$ cat src/logic/offset_adder_fix_note.sv
`timescale 1ns/10ps
`default_nettype none
`default_nettype wire

$ cat src/logic/offset_cfg_pkg.sv
/*
  Package for the sensor interface and offset configuration register bank:
  register offsets, field positions, write masks, reset values, command codes,
  watchdog times and the packed carriers shared by the design files.
  Assumes a single 25 MHz system clock and an 8-bit register space.
*/
// Summary of operation
// - Bit 1 of the non-volatile mode register keeps the non-volatile controller read-only at 0 and permits program and erase at 1.
// - Bit 0 of the serial interface configuration register selects four-wire SPI at 0 and three-wire SPI with a shared data line at 1.
// - The serial interface configuration register resets to zero (four-wire, auxiliary off) and an auxiliary mode of 1 selects a magnetometer.
// - Bit 0 of the self-test register enables the accelerometer self-test excitation at 1, disables it at 0, and the register resets to zero.
// - Bit 2 of the self-test register selects negative deflection at 0 and positive deflection at 1.
// - Bit 3 of the self-test register selects low excitation amplitude at 0 and high amplitude at 1.
// - In automatic configuration mode the interface-select bit at 1 disables I2C and enables SPI, and at 0 keeps I2C enabled.
// - The watchdog period select bit gives a 1.25 ms timeout at 0 and a 40 ms timeout at 1.
// - With its enable bit at 1 and the primary interface in I2C mode a watchdog runs on the serial data input pin, and at 0 it is off.
// - With the offset-enable bit at 1 each axis offset is added to both filtered and unfiltered data, and at 0 none is applied.
// - Three 8-bit read-write offset registers for X, Y and Z sit at consecutive addresses and reset to zero.
// - The persistent configuration bits and the three axis offsets are non-volatile backed and reset to zero.
// - Writing command 0xA0 to the command register copies all non-volatile backed contents into non-volatile memory.

`default_nettype none

package offset_cfg_pkg;

  // ------------------------------------------------------------------
  // Register offsets
  // ------------------------------------------------------------------
  localparam logic [7:0] NVM_MODE_OFFSET   = 8'h6A;
  localparam logic [7:0] SERIAL_IF_OFFSET  = 8'h6B;
  localparam logic [7:0] SELFTEST_OFFSET   = 8'h6D;
  localparam logic [7:0] PERSIST_OFFSET    = 8'h70;
  localparam logic [7:0] X_OFFSET_OFFSET   = 8'h71;
  localparam logic [7:0] Y_OFFSET_OFFSET   = 8'h72;
  localparam logic [7:0] Z_OFFSET_OFFSET   = 8'h73;
  localparam logic [7:0] COMMAND_OFFSET    = 8'h7E;

  // ------------------------------------------------------------------
  // Field positions and writable masks
  // ------------------------------------------------------------------
  localparam int PROG_EN_BIT       = 1;
  localparam int THREE_WIRE_BIT    = 0;
  localparam int AUX_MODE_BIT      = 4;
  localparam int ST_EN_BIT         = 0;
  localparam int ST_SIGN_BIT       = 2;
  localparam int ST_AMP_BIT        = 3;
  localparam int SPI_EN_BIT        = 0;
  localparam int WDT_SEL_BIT       = 1;
  localparam int WDT_EN_BIT        = 2;
  localparam int OFF_EN_BIT        = 3;

  localparam logic [7:0] NVM_MODE_MASK  = 8'h02;
  localparam logic [7:0] SERIAL_IF_MASK = 8'h11;
  localparam logic [7:0] SELFTEST_MASK  = 8'h0D;
  localparam logic [7:0] PERSIST_MASK   = 8'h0F;
  localparam logic [7:0] REG_RESET      = 8'h00;

  // ------------------------------------------------------------------
  // Commands and times
  // ------------------------------------------------------------------
  localparam logic [7:0] NVM_PROG_CMD  = 8'hA0;
  localparam int CLK_PERIOD_NS        = 40;
  localparam int WDT_SHORT_NS         = 1250000;
  localparam int WDT_LONG_NS          = 40000000;
  localparam int WDT_SHORT_CYC        = WDT_SHORT_NS / CLK_PERIOD_NS;
  localparam int WDT_LONG_CYC         = WDT_LONG_NS / CLK_PERIOD_NS;
  localparam int WDT_CNT_W            = 20;

  // ------------------------------------------------------------------
  // Carriers
  // ------------------------------------------------------------------
  typedef struct packed {
    logic       wr;
    logic       rd;
    logic [7:0] addr;
    logic [7:0] wdata;
  } reg_req_t;

  typedef struct packed {
    logic [7:0] conf;
    logic [7:0] off_x;
    logic [7:0] off_y;
    logic [7:0] off_z;
  } nv_image_t;

  typedef logic [2:0][15:0] axes_t;

endpackage

`default_nettype wire

$ cat src/logic/i2c_watchdog.sv
/*
  Watchdog on the synchronised serial data input: a low level held for the
  selected period raises a one-cycle expiry pulse.
  Assumes its data input already passed a two-stage synchroniser.
*/
`timescale 1ns/10ps
`default_nettype none

module i2c_watchdog #(
  parameter int SHORT_CYC = offset_cfg_pkg::WDT_SHORT_CYC,
  parameter int LONG_CYC  = offset_cfg_pkg::WDT_LONG_CYC
) (
  input  wire logic ref_clk,
  input  wire logic rst,
  input  wire logic run,
  input  wire logic long_sel,
  input  wire logic data_level,
  output logic      expired
);

  localparam int CW = offset_cfg_pkg::WDT_CNT_W;

  logic [CW-1:0] low_cnt_r;
  logic [CW-1:0] limit;

  // The pulse is launched as the count reaches the limit, so it follows
  // exactly the selected number of low cycles.
  assign limit = long_sel ? CW'(LONG_CYC) : CW'(SHORT_CYC);

  // The count stops at its limit so one stuck-low episode fires only once.
  always_ff @(posedge ref_clk or posedge rst) begin
    if (rst) begin
      low_cnt_r <= '0;
    end else if (!run || data_level) begin
      low_cnt_r <= '0;
    end else if (low_cnt_r != limit) begin
      low_cnt_r <= low_cnt_r + CW'(1);
    end
  end

  always_ff @(posedge ref_clk or posedge rst) begin
    if (rst) begin
      expired <= 1'b0;
    end else begin
      expired <= run && !data_level && (low_cnt_r == limit - CW'(1));
    end
  end
endmodule // i2c_watchdog

`default_nettype wire

$ cat src/logic/offset_adder.sv
/*
  One axis sample with an optional signed 8-bit offset added, saturated to
  the sample width and registered.
  Assumes signed two's complement samples on the system clock.
*/
`timescale 1ns/10ps
`default_nettype none

module offset_adder #(
  parameter int DW = 16,
  parameter int OW = 8
) (
  input  wire logic          ref_clk,
  input  wire logic          rst,
  input  wire logic          add_en,
  input  wire logic [DW-1:0] sample_in,
  input  wire logic [OW-1:0] offset,
  output logic      [DW-1:0] sample_out
);

  logic signed [DW:0] sum;
  logic signed [DW:0] off_ext;
  logic [DW-1:0]      sat;

  // The sum is one bit wider so that an overflow clamps instead of wrapping.
  always_comb begin
    off_ext = add_en ? $signed({{(DW+1-OW){offset[OW-1]}}, offset}) : '0;
    sum     = $signed({sample_in[DW-1], sample_in}) + off_ext;
    if (sum[DW] != sum[DW-1]) begin
      sat = sum[DW] ? {1'b1, {(DW-1){1'b0}}} : {1'b0, {(DW-1){1'b1}}};
    end else begin
      sat = sum[DW-1:0];
    end
  end

  always_ff @(posedge ref_clk or posedge rst) begin
    if (rst) begin
      sample_out <= '0;
    end else begin
      sample_out <= sat;
    end
  end
endmodule // offset_adder

`default_nettype wire

$ cat src/logic/sensor_interface_offset_config.sv
/*
  Interface and offset configuration register bank of the acceleration
  sensor, written and read by the primary serial interface logic through a
  simple register port, with the I2C watchdog, the offset path for filtered
  and unfiltered data, and the store request to the non-volatile engine.
  Assumes the serial interface logic runs on ref_clk and that the
  non-volatile programming engine accepts a one-cycle store pulse.
*/
`timescale 1ns/10ps
`default_nettype none

module sensor_interface_offset_config #(
  parameter int WDT_SHORT_CYC = offset_cfg_pkg::WDT_SHORT_CYC,
  parameter int WDT_LONG_CYC  = offset_cfg_pkg::WDT_LONG_CYC,
  parameter int DATA_W        = 16
) (
  input  wire logic                      ref_clk,
  input  wire logic                      rst,
  input  wire offset_cfg_pkg::reg_req_t  reg_req,
  output logic [7:0]                     reg_rdata,
  output logic                           reg_rvalid,
  input  wire logic                      serial_data_in_pin,
  input  wire logic                      auto_config_mode,
  input  wire offset_cfg_pkg::axes_t     accel_raw,
  input  wire offset_cfg_pkg::axes_t     accel_filt,
  output offset_cfg_pkg::axes_t          accel_raw_out,
  output offset_cfg_pkg::axes_t          accel_filt_out,
  output logic                           nvm_prog_enable,
  output logic                           three_wire_select,
  output logic                           aux_mag_select,
  output logic                           selftest_enable,
  output logic                           selftest_positive,
  output logic                           selftest_high_amp,
  output logic                           i2c_disable,
  output logic                           i2c_wdt_expired,
  output logic                           nvm_store_req,
  output offset_cfg_pkg::nv_image_t      nvm_image
);

  // ------------------------------------------------------------------
  // Register state
  // ------------------------------------------------------------------
  logic [7:0] nvm_mode_r;
  logic [7:0] serial_if_r;
  logic [7:0] selftest_r;
  logic [7:0] persist_r;
  logic [7:0] axis_off_r [3];
  logic [7:0] rdata_nxt;
  logic       store_nxt;
  logic       sda_meta_r;
  logic       sda_sync_r;
  logic       wdt_run;

  function automatic logic wr_at(input offset_cfg_pkg::reg_req_t req, input logic [7:0] a);
    return req.wr && (req.addr == a);
  endfunction

  // ------------------------------------------------------------------
  // Writes: reserved bits are masked so they always hold zero
  // ------------------------------------------------------------------
  always_ff @(posedge ref_clk or posedge rst) begin
    if (rst) begin
      nvm_mode_r <= offset_cfg_pkg::REG_RESET;
    end else if (wr_at(reg_req, offset_cfg_pkg::NVM_MODE_OFFSET)) begin
      nvm_mode_r <= reg_req.wdata & offset_cfg_pkg::NVM_MODE_MASK;
    end
  end

  always_ff @(posedge ref_clk or posedge rst) begin
    if (rst) begin
      serial_if_r <= offset_cfg_pkg::REG_RESET;
    end else if (wr_at(reg_req, offset_cfg_pkg::SERIAL_IF_OFFSET)) begin
      serial_if_r <= reg_req.wdata & offset_cfg_pkg::SERIAL_IF_MASK;
    end
  end

  always_ff @(posedge ref_clk or posedge rst) begin
    if (rst) begin
      selftest_r <= offset_cfg_pkg::REG_RESET;
    end else if (wr_at(reg_req, offset_cfg_pkg::SELFTEST_OFFSET)) begin
      selftest_r <= reg_req.wdata & offset_cfg_pkg::SELFTEST_MASK;
    end
  end

  always_ff @(posedge ref_clk or posedge rst) begin
    if (rst) begin
      persist_r <= offset_cfg_pkg::REG_RESET;
    end else if (wr_at(reg_req, offset_cfg_pkg::PERSIST_OFFSET)) begin
      persist_r <= reg_req.wdata & offset_cfg_pkg::PERSIST_MASK;
    end
  end

  // ------------------------------------------------------------------
  // Axis offsets at consecutive addresses
  // ------------------------------------------------------------------
  generate
    for (genvar i = 0; i < 3; i++) begin : g_off
      always_ff @(posedge ref_clk or posedge rst) begin
        if (rst) begin
          axis_off_r[i] <= offset_cfg_pkg::REG_RESET;
        end else if (wr_at(reg_req, offset_cfg_pkg::X_OFFSET_OFFSET + 8'(i))) begin
          axis_off_r[i] <= reg_req.wdata;
        end
      end
    end
  endgenerate

  // ------------------------------------------------------------------
  // Read path
  // ------------------------------------------------------------------
  // The command register and every unmapped address read as zero.
  always_comb begin
    unique case (reg_req.addr)
      offset_cfg_pkg::NVM_MODE_OFFSET:  rdata_nxt = nvm_mode_r;
      offset_cfg_pkg::SERIAL_IF_OFFSET: rdata_nxt = serial_if_r;
      offset_cfg_pkg::SELFTEST_OFFSET:  rdata_nxt = selftest_r;
      offset_cfg_pkg::PERSIST_OFFSET:   rdata_nxt = persist_r;
      offset_cfg_pkg::X_OFFSET_OFFSET:  rdata_nxt = axis_off_r[0];
      offset_cfg_pkg::Y_OFFSET_OFFSET:  rdata_nxt = axis_off_r[1];
      offset_cfg_pkg::Z_OFFSET_OFFSET:  rdata_nxt = axis_off_r[2];
      default:                          rdata_nxt = 8'h00;
    endcase
  end

  always_ff @(posedge ref_clk or posedge rst) begin
    if (rst) begin
      reg_rdata  <= 8'h00;
      reg_rvalid <= 1'b0;
    end else begin
      reg_rvalid <= reg_req.rd;
      if (reg_req.rd) begin
        reg_rdata <= rdata_nxt;
      end
    end
  end

  // ------------------------------------------------------------------
  // Control outputs
  // ------------------------------------------------------------------
  assign nvm_prog_enable   = nvm_mode_r[offset_cfg_pkg::PROG_EN_BIT];
  assign three_wire_select = serial_if_r[offset_cfg_pkg::THREE_WIRE_BIT];
  assign aux_mag_select    = serial_if_r[offset_cfg_pkg::AUX_MODE_BIT];
  assign selftest_enable   = selftest_r[offset_cfg_pkg::ST_EN_BIT];
  assign selftest_positive = selftest_r[offset_cfg_pkg::ST_SIGN_BIT];
  assign selftest_high_amp = selftest_r[offset_cfg_pkg::ST_AMP_BIT];
  // Outside automatic configuration the interface keeps its own choice.
  assign i2c_disable = auto_config_mode && persist_r[offset_cfg_pkg::SPI_EN_BIT];

  // ------------------------------------------------------------------
  // I2C watchdog on the data pin
  // ------------------------------------------------------------------
  always_ff @(posedge ref_clk or posedge rst) begin
    if (rst) begin
      sda_meta_r <= 1'b1;
      sda_sync_r <= 1'b1;
    end else begin
      sda_meta_r <= serial_data_in_pin;
      sda_sync_r <= sda_meta_r;
    end
  end

  assign wdt_run = persist_r[offset_cfg_pkg::WDT_EN_BIT] && !i2c_disable;

  i2c_watchdog #(
    .SHORT_CYC (WDT_SHORT_CYC),
    .LONG_CYC  (WDT_LONG_CYC)
  ) u_wdt (
    .ref_clk    (ref_clk),
    .rst        (rst),
    .run        (wdt_run),
    .long_sel   (persist_r[offset_cfg_pkg::WDT_SEL_BIT]),
    .data_level (sda_sync_r),
    .expired    (i2c_wdt_expired)
  );

  // ------------------------------------------------------------------
  // Offset path for unfiltered and filtered data
  // ------------------------------------------------------------------
  generate
    for (genvar a = 0; a < 3; a++) begin : g_axis
      offset_adder #(.DW(DATA_W), .OW(8)) u_raw (
        .ref_clk    (ref_clk),
        .rst        (rst),
        .add_en     (persist_r[offset_cfg_pkg::OFF_EN_BIT]),
        .sample_in  (accel_raw[a]),
        .offset     (axis_off_r[a]),
        .sample_out (accel_raw_out[a])
      );
      offset_adder #(.DW(DATA_W), .OW(8)) u_filt (
        .ref_clk    (ref_clk),
        .rst        (rst),
        .add_en     (persist_r[offset_cfg_pkg::OFF_EN_BIT]),
        .sample_in  (accel_filt[a]),
        .offset     (axis_off_r[a]),
        .sample_out (accel_filt_out[a])
      );
    end
  endgenerate

  // ------------------------------------------------------------------
  // Store to non-volatile memory
  // ------------------------------------------------------------------
  // Without the programming enable the controller stays read-only, so the
  // command is dropped rather than queued.
  assign store_nxt = wr_at(reg_req, offset_cfg_pkg::COMMAND_OFFSET)
                     && (reg_req.wdata == offset_cfg_pkg::NVM_PROG_CMD)
                     && nvm_prog_enable;

  always_ff @(posedge ref_clk or posedge rst) begin
    if (rst) begin
      nvm_store_req <= 1'b0;
    end else begin
      nvm_store_req <= store_nxt;
    end
  end

  // The image is frozen at the command so later writes cannot tear it.
  always_ff @(posedge ref_clk or posedge rst) begin
    if (rst) begin
      nvm_image <= '0;
    end else if (store_nxt) begin
      nvm_image <= '{conf: persist_r, off_x: axis_off_r[0],
                     off_y: axis_off_r[1], off_z: axis_off_r[2]};
    end
  end
endmodule // sensor_interface_offset_config

`default_nettype wire

$ cat config.mk
export PLATFORM = sky130hd
export DESIGN_NAME = sensor_interface_offset_config
export DESIGN_NICKNAME = d
export VERILOG_FILES = /design/src/logic/offset_adder_fix_note.sv /design/src/logic/offset_cfg_pkg.sv /design/src/logic/i2c_watchdog.sv /design/src/logic/offset_adder.sv /design/src/logic/sensor_interface_offset_config.sv
export SDC_FILE = /design/constraint.sdc
export NUM_CORES = 1
export LEC_CHECK = 0
export ABC_AREA = 1
export BUFFER_PORTS_ARGS = -buffer_cell sky130_fd_sc_hd__buf_2
export CORE_MARGIN = 3
export CORE_UTILIZATION = 43
export DETAILED_ROUTE_END_ITERATION = 8
export HOLD_SLACK_MARGIN = 0.12
export SLEW_MARGIN = 40
export SYNTH_ARGS = -nofsm -noshare
export SYNTH_HDL_FRONTEND = slang
export SYNTH_HIERARCHICAL = 1
export SYNTH_SLANG_ARGS = --single-unit
$ cat constraint.sdc
create_clock -name ref_clk -period 3.75 [get_ports ref_clk]
set_input_delay 0.75 -clock ref_clk [delete_from_list [all_inputs] [get_ports ref_clk]]
set_output_delay 0.75 -clock ref_clk [all_outputs]
set_load 0.02 [all_outputs]
Word-level counts from Yosys, hierarchy flattened
Cells that the tools add are included.
{"block": "word_totals", "ff_bits": 191, "inputBits": 118, "out_inout_bits": 146, "elab_cells": 87}
{"block": "op_classes", "n_addsub": 8, "n_eq_ne": 17, "mux": 19, "reduce_logical": 19}
{"op": "$mux W16", "count": 12}
{"op": "$add A16 B17 Y17", "count": 6}
{"op": "$eq A8 B7 Y1 const B", "count": 8}
{"op": "$mux W20", "count": 3}
{"op": "$pmux W8 S7", "count": 1}
{"op": "$mux W17", "count": 3}
{"op": "$add A20 B1 Y20 const B", "count": 1}
{"op": "$eq A20 B20 Y1", "count": 1}
{"op": "$ne A20 B20 Y1", "count": 1}
{"op": "$sub A20 B1 Y20 const B", "count": 1}
{"op": "$logic_and A1 B1 Y1", "count": 14}
{"op": "$eq A8 B8 Y1 const B", "count": 1}
{"op": "$ne A1 B1 Y1", "count": 6}
{"op": "$logic_not A1 Y1", "count": 3}
{"op": "$reduce_bool A2 Y1", "count": 1}
{"op": "$logic_or A1 B1 Y1", "count": 1}

Longest topological paths before layout
{"block": "depth", "word_depth": 6, "ltp_mapped": 18, "mapped_depth_nobuf": 16}

By module
The synthesis kept the hierarchy.
{"mod": "offset_adder (g_axis[0].u_filt ...)", "instances": 5, "cells_each": 250, "area_per_inst_um2": 1516.5, "seq_area_each_um2": 400.4}
{"mod": "sensor_interface_offset_config", "instances": 1, "cells_each": 365, "area_per_inst_um2": 3380.7, "seq_area_each_um2": 1854.3}
{"mod": "offset_adder (g_axis[2].u_raw)", "instances": 1, "cells_each": 249, "area_per_inst_um2": 1507.7, "seq_area_each_um2": 400.4}
{"mod": "i2c_watchdog", "instances": 1, "cells_each": 183, "area_per_inst_um2": 1337.5, "seq_area_each_um2": 525.5}

Least setup slack after synthesis
OpenSTA, ideal clock, no wires.
{"block": "synth_path", "kind": "register -> register", "start": "register persist_r[3]", "end": "register g_axis[0].u_filt.sample_out[5]", "setup_ns": 0.065, "arrival_ns": 2.854, "required_ns": 3.685, "slack_ns": 0.831, "path_stages_with_launch": 19, "path_buffers": 2, "period_less_slack_ns": 2.919, "path_cell_list": "dfrtp_1 > buf_4 > nand2_1 > inv_1 > ha_1 > inv_1 > fa_1 > inv_1 > nand4_1 > nand2_1 > nand2_1 > nand2_1 > nand2_1 > nand3_2 > nand2_2 > nand2_2 > buf_6 > nand2_1 > nand2_1"}
{"block": "synth_between", "elab_chain_len": 4, "word_cells_on_any_way": 5, "classes_between": "add/sub (1); eq/ne (1); mux (3)"}
{"element": "start: declaration", "line": "sensor_interface_offset_config.sv:46", "rtl": "logic [7:0] persist_r;"}
{"element": "start signal: assignment", "line": "sensor_interface_offset_config.sv:87", "rtl": "persist_r <= offset_cfg_pkg::REG_RESET;"}
{"element": "start signal: assignment", "line": "sensor_interface_offset_config.sv:89", "rtl": "persist_r <= reg_req.wdata & offset_cfg_pkg::PERSIST_MASK;"}
{"element": "$mux W17 *", "line": "offset_adder.sv:27", "rtl": "off_ext = add_en ? $signed({{(DW+1-OW){offset[OW-1]}}, offset}) : '0;"}
{"element": "$add A16 B17 Y17 *", "line": "offset_adder.sv:28", "rtl": "sum = $signed({sample_in[DW-1], sample_in}) + off_ext;"}
{"element": "$mux W16 or $ne A1 B1 Y1 (tied branches)", "line": "offset_adder.sv:30, offset_adder.sv:29"}
{"element": "$mux W16 *", "line": "offset_adder.sv:29", "rtl": "if (sum[DW] != sum[DW-1]) begin"}
{"element": "named net g_axis[0].u_filt.sat[5]", "line": "offset_adder.sv:23", "rtl": "logic [DW-1:0] sat;"}
{"element": "end signal: assignment", "line": "offset_adder.sv:40", "rtl": "sample_out <= sat;"}
{"element": "end: declaration", "line": "offset_adder.sv:18", "rtl": "output logic [DW-1:0] sample_out"}
Mark *: on every way through the listed nets, which the timed path passes. The rest lies on a longest branch.
A chain may end at the register's enable or synchronous reset.

Worst setup path in the final report
{"block": "layout_path", "start": "register persist_r[3]", "end": "register g_axis[0].u_raw.sample_out[6]"}
{"block": "layout_between", "elab_chain_len": 4, "word_cells_on_any_way": 5, "classes_between": "add/sub (1); eq/ne (1); mux (3)"}
{"element": "$mux W17 *", "line": "offset_adder.sv:27"}
{"element": "$add A16 B17 Y17 *", "line": "offset_adder.sv:28"}
{"element": "$mux W16 or $ne A1 B1 Y1 (tied branches)", "line": "offset_adder.sv:30, offset_adder.sv:29"}
{"element": "$mux W16 *", "line": "offset_adder.sv:29"}
{"element": "named net g_axis[0].u_raw.sat[6]", "line": "offset_adder.sv:23"}
{"element": "end signal: assignment", "line": "offset_adder.sv:40"}
{"element": "end: declaration", "line": "offset_adder.sv:18"}
Marks and branches as above.

==> out/qor.txt <==
post-DP HPWL: 31800 µm
maximum clock path buffer count: 2
worst endpoint data arrival time: 3.34 ns
DR WL/cell: 14.7 µm
IO Port Bufs: 259
Worst-Margin Slew: 0.734 ns
RR Endpoint: g_axis[0].u_raw/sample_out[6]
PostCTS Resize Cnt: 0
Final #Nets: 2456
H-tree levels: 4
Final ANT Viol Nets: 0
Starting Density: 0.443
fmax: 0.330 GHz
Crit Path Max Fanout: 51
drt pass-1 iters: 6
Final Max Tran Viols: 0
ys async rst share: 1.00
Post-synth top cells: nand2_1, inv_1, dfrtp_1
r2r worst-path depth: 16
post-synth cell types: 39
largest net degree at the start of global routing: 52
Post-synth EDFFs: 0
total wire length: 39800 µm
routability cong.: 0.909
die height: 185 µm
most common cell in the netlist: nand2_1
CTS buffer count: 17
Lkg Pwr: 9.19 nW
Top cell by count, worst path: nand2_1
die area: 34300 µm²
row count: 64
post-synth top area share: 0.343
R2R setup slack: 0.72 ns
Reg-to-Reg Start: persist_r[3]
Final period util: 0.808
DR vias: 13100
Rel. slew slack: 0.511
# clock sinks: 191
Cell Area, Synth: 13800 µm²
most area-hungry cell type in the Yosys netlist: dfrtp_1
Synth area leaders: dfrtp_1, nand2_1, inv_1
HP Class: register to register
Setup Skew: 0.0177 ns
Core Region: 31100 µm²
Max Cap Viol: 0
first-pass GRT wire length: 63500 µm
total track usage: 0.233
power per cell area: 462 nW/µm²
vias per std cell: 4.83
slowest CP cell: dfrtp_4
Area growth syn-to-layout: 15.3%
Initial DRC Count: 835
final hold vios: 0
ys flop type: dfrtp_1
io pins: 264
clk slew on worst S/H paths: 0.09 ns
Crit path largest cell delay: 0.84 ns
register area share after synthesis: 0.346
syn_area_per_cell: 6.75 µm²
Critical Path Source: persist_r[3]
final setup violation count: 0
Crit. End Element: register
CP required: 4.06 ns
fraction of layout cells with a size suffix above 1: 0.192
global route total overflow: 0
FF+latch count, synth: 191
vias in the first global route: 12400
Syn. warnings: 6
drt drc: 0
setup TNS: 0 ns
end of the critical path: g_axis[0].u_raw/sample_out[6]
kind of critical path: register to register
root buf cell: clkbuf_16
post-layout total power: 7.35 mW
clock latency on the worst-skew pair: 0.45 ns
TritonCTS clock tree: yes
min Tclk post-route: 3.03 ns
outcome: completed
Hold Buf Count CTS: 0
setup bufs post-CTS: 0
CP startpoint kind: register
initial antenna violation count: 11
RSZ-0062 raised after global routing: no
Fillers: 3247
Die Width: 185 µm
VDD IR max: 0.320 mV
sequence of cells on the critical path: buf_4, nand2_1, inv_1, ha_1, nand2_1, inv_1, a21oi_1, nand2_1, nand2_1, nand2_1, nand2_1, nand3_2, nand2_2, nand2_2, nand2_1, nand2_1
Cells after Synth: 2047
[state kept, by name, summed over array words and instances (netlist names)]
signal,flops
axis_off_r,24
g_axis.u_filt/sample_out,48
g_axis.u_raw/sample_out,48
nvm_image,28
nvm_mode_r,1
nvm_store_req,1
persist_r,4
reg_rdata,8
reg_rvalid,1
sda_meta_r,1
sda_sync_r,1
selftest_r,3
serial_if_r,2
u_wdt/expired,1
u_wdt/low_cnt_r,20
[cells in the final DEF, fill, tap and decap left out, types with 11 or more instances in the layout]
cell type,n
inv_2,41
nand3_2,11
clkbuf_16,17
inv_1,277
o21ai_0,59
o21ai_1,16
buf_2,259
nor2_1,142
xnor2_1,17
nand3_1,152
o21ai_2,23
nand4_1,20
dfrtp_1,188
nand2_1,810
nand2_2,29
xor2_1,58
nor2_2,15
a21oi_1,42
ha_1,43
[worst max-delay path, delay by kind of cell (launching register included)]
kind / cells / cell delay [ns]
AO/OA/AOI/OAI: 1 / 0.13
adder cells (fa/ha/maj): 1 / 0.27
AND/OR/NAND/NOR: 11 / 1.14
flip-flops: 1 / 0.84
buffers and inverters: 3 / 0.49
[power breakdown]
group          total, mW  switching, mW  internal [mW]  leakage [nW]
sequential          2.59          0.167           2.42          2.32
combinational       2.81           1.91          0.896          6.56
clock               1.96          0.928           1.03         0.309
total               7.35           3.01           4.35          9.19
[worst min path at each step]
stage / start / to / depth (start not counted)
after global placement: sda_meta_r / sda_sync_r / 0
after global routing: sda_meta_r / sda_sync_r / 0
final: sda_meta_r / sda_sync_r / 0
after detailed placement: sda_meta_r / sda_sync_r / 0
after CTS: sda_meta_r / sda_sync_r / 0
after floorplan: sda_meta_r / sda_sync_r / 0
[final cells by class]
| type | count | area [µm²] | area share |
|---|---|---|---|
| antenna | 4 | 10.0 | 0.000629 |
| clock buffer | 17 | 425 | 0.0267 |
| clock inverter | 15 | 223 | 0.0140 |
| inverter | 319 | 1200 | 0.0753 |
| multi-input combinational | 1495 | 7440 | 0.467 |
| sequential | 191 | 4790 | 0.301 |
| tap | 396 | 495 | 0.0311 |
| timing repair buffer | 265 | 1340 | 0.0843 |
[through the flow]
step                cell area [µm²]  hold slack (ns)  worst slack [ns]   util  cells
detailed placement            15300            0.351             0.727  0.490   2666
CTS                           15900            0.363             0.695  0.511   2698
finish                        15900            0.360             0.721  0.511   2702
global route                  15900            0.364             0.372  0.511   2701
global placement              15300            0.347             0.849  0.490   2666
floorplan                     13800            0.345             0.831      -   2050
[kinds of logic (layout without fill, tap and decap cells)]
logic type / after synthesis / in the layout / share of synthesized area
adders and majority gates: 49 / 49 / 0.0477
xor gates and xnor gates: 75 / 75 / 0.0476
other: 1 / 8 / 0.000272
AOI/OAI and AO/OA: 164 / 164 / 0.0704
and+or+nand+nor: 1203 / 1203 / 0.372
buffers and inverters: 364 / 616 / 0.116
DFF: 191 / 191 / 0.346
[layer usage]
layer | GRT usage | wire length [µm] | vias to the layer above
li1 | - | - | 6796
met1 | 0.318 | 18500 | 5899
met2 | 0.374 | 18100 | 303
met3 | 0.0585 | 2450 | 43
met4 | 0.0519 | 622 | 14
met5 | 0 | 99 | -
No activity file was read; power rests on OpenSTA's default activity.
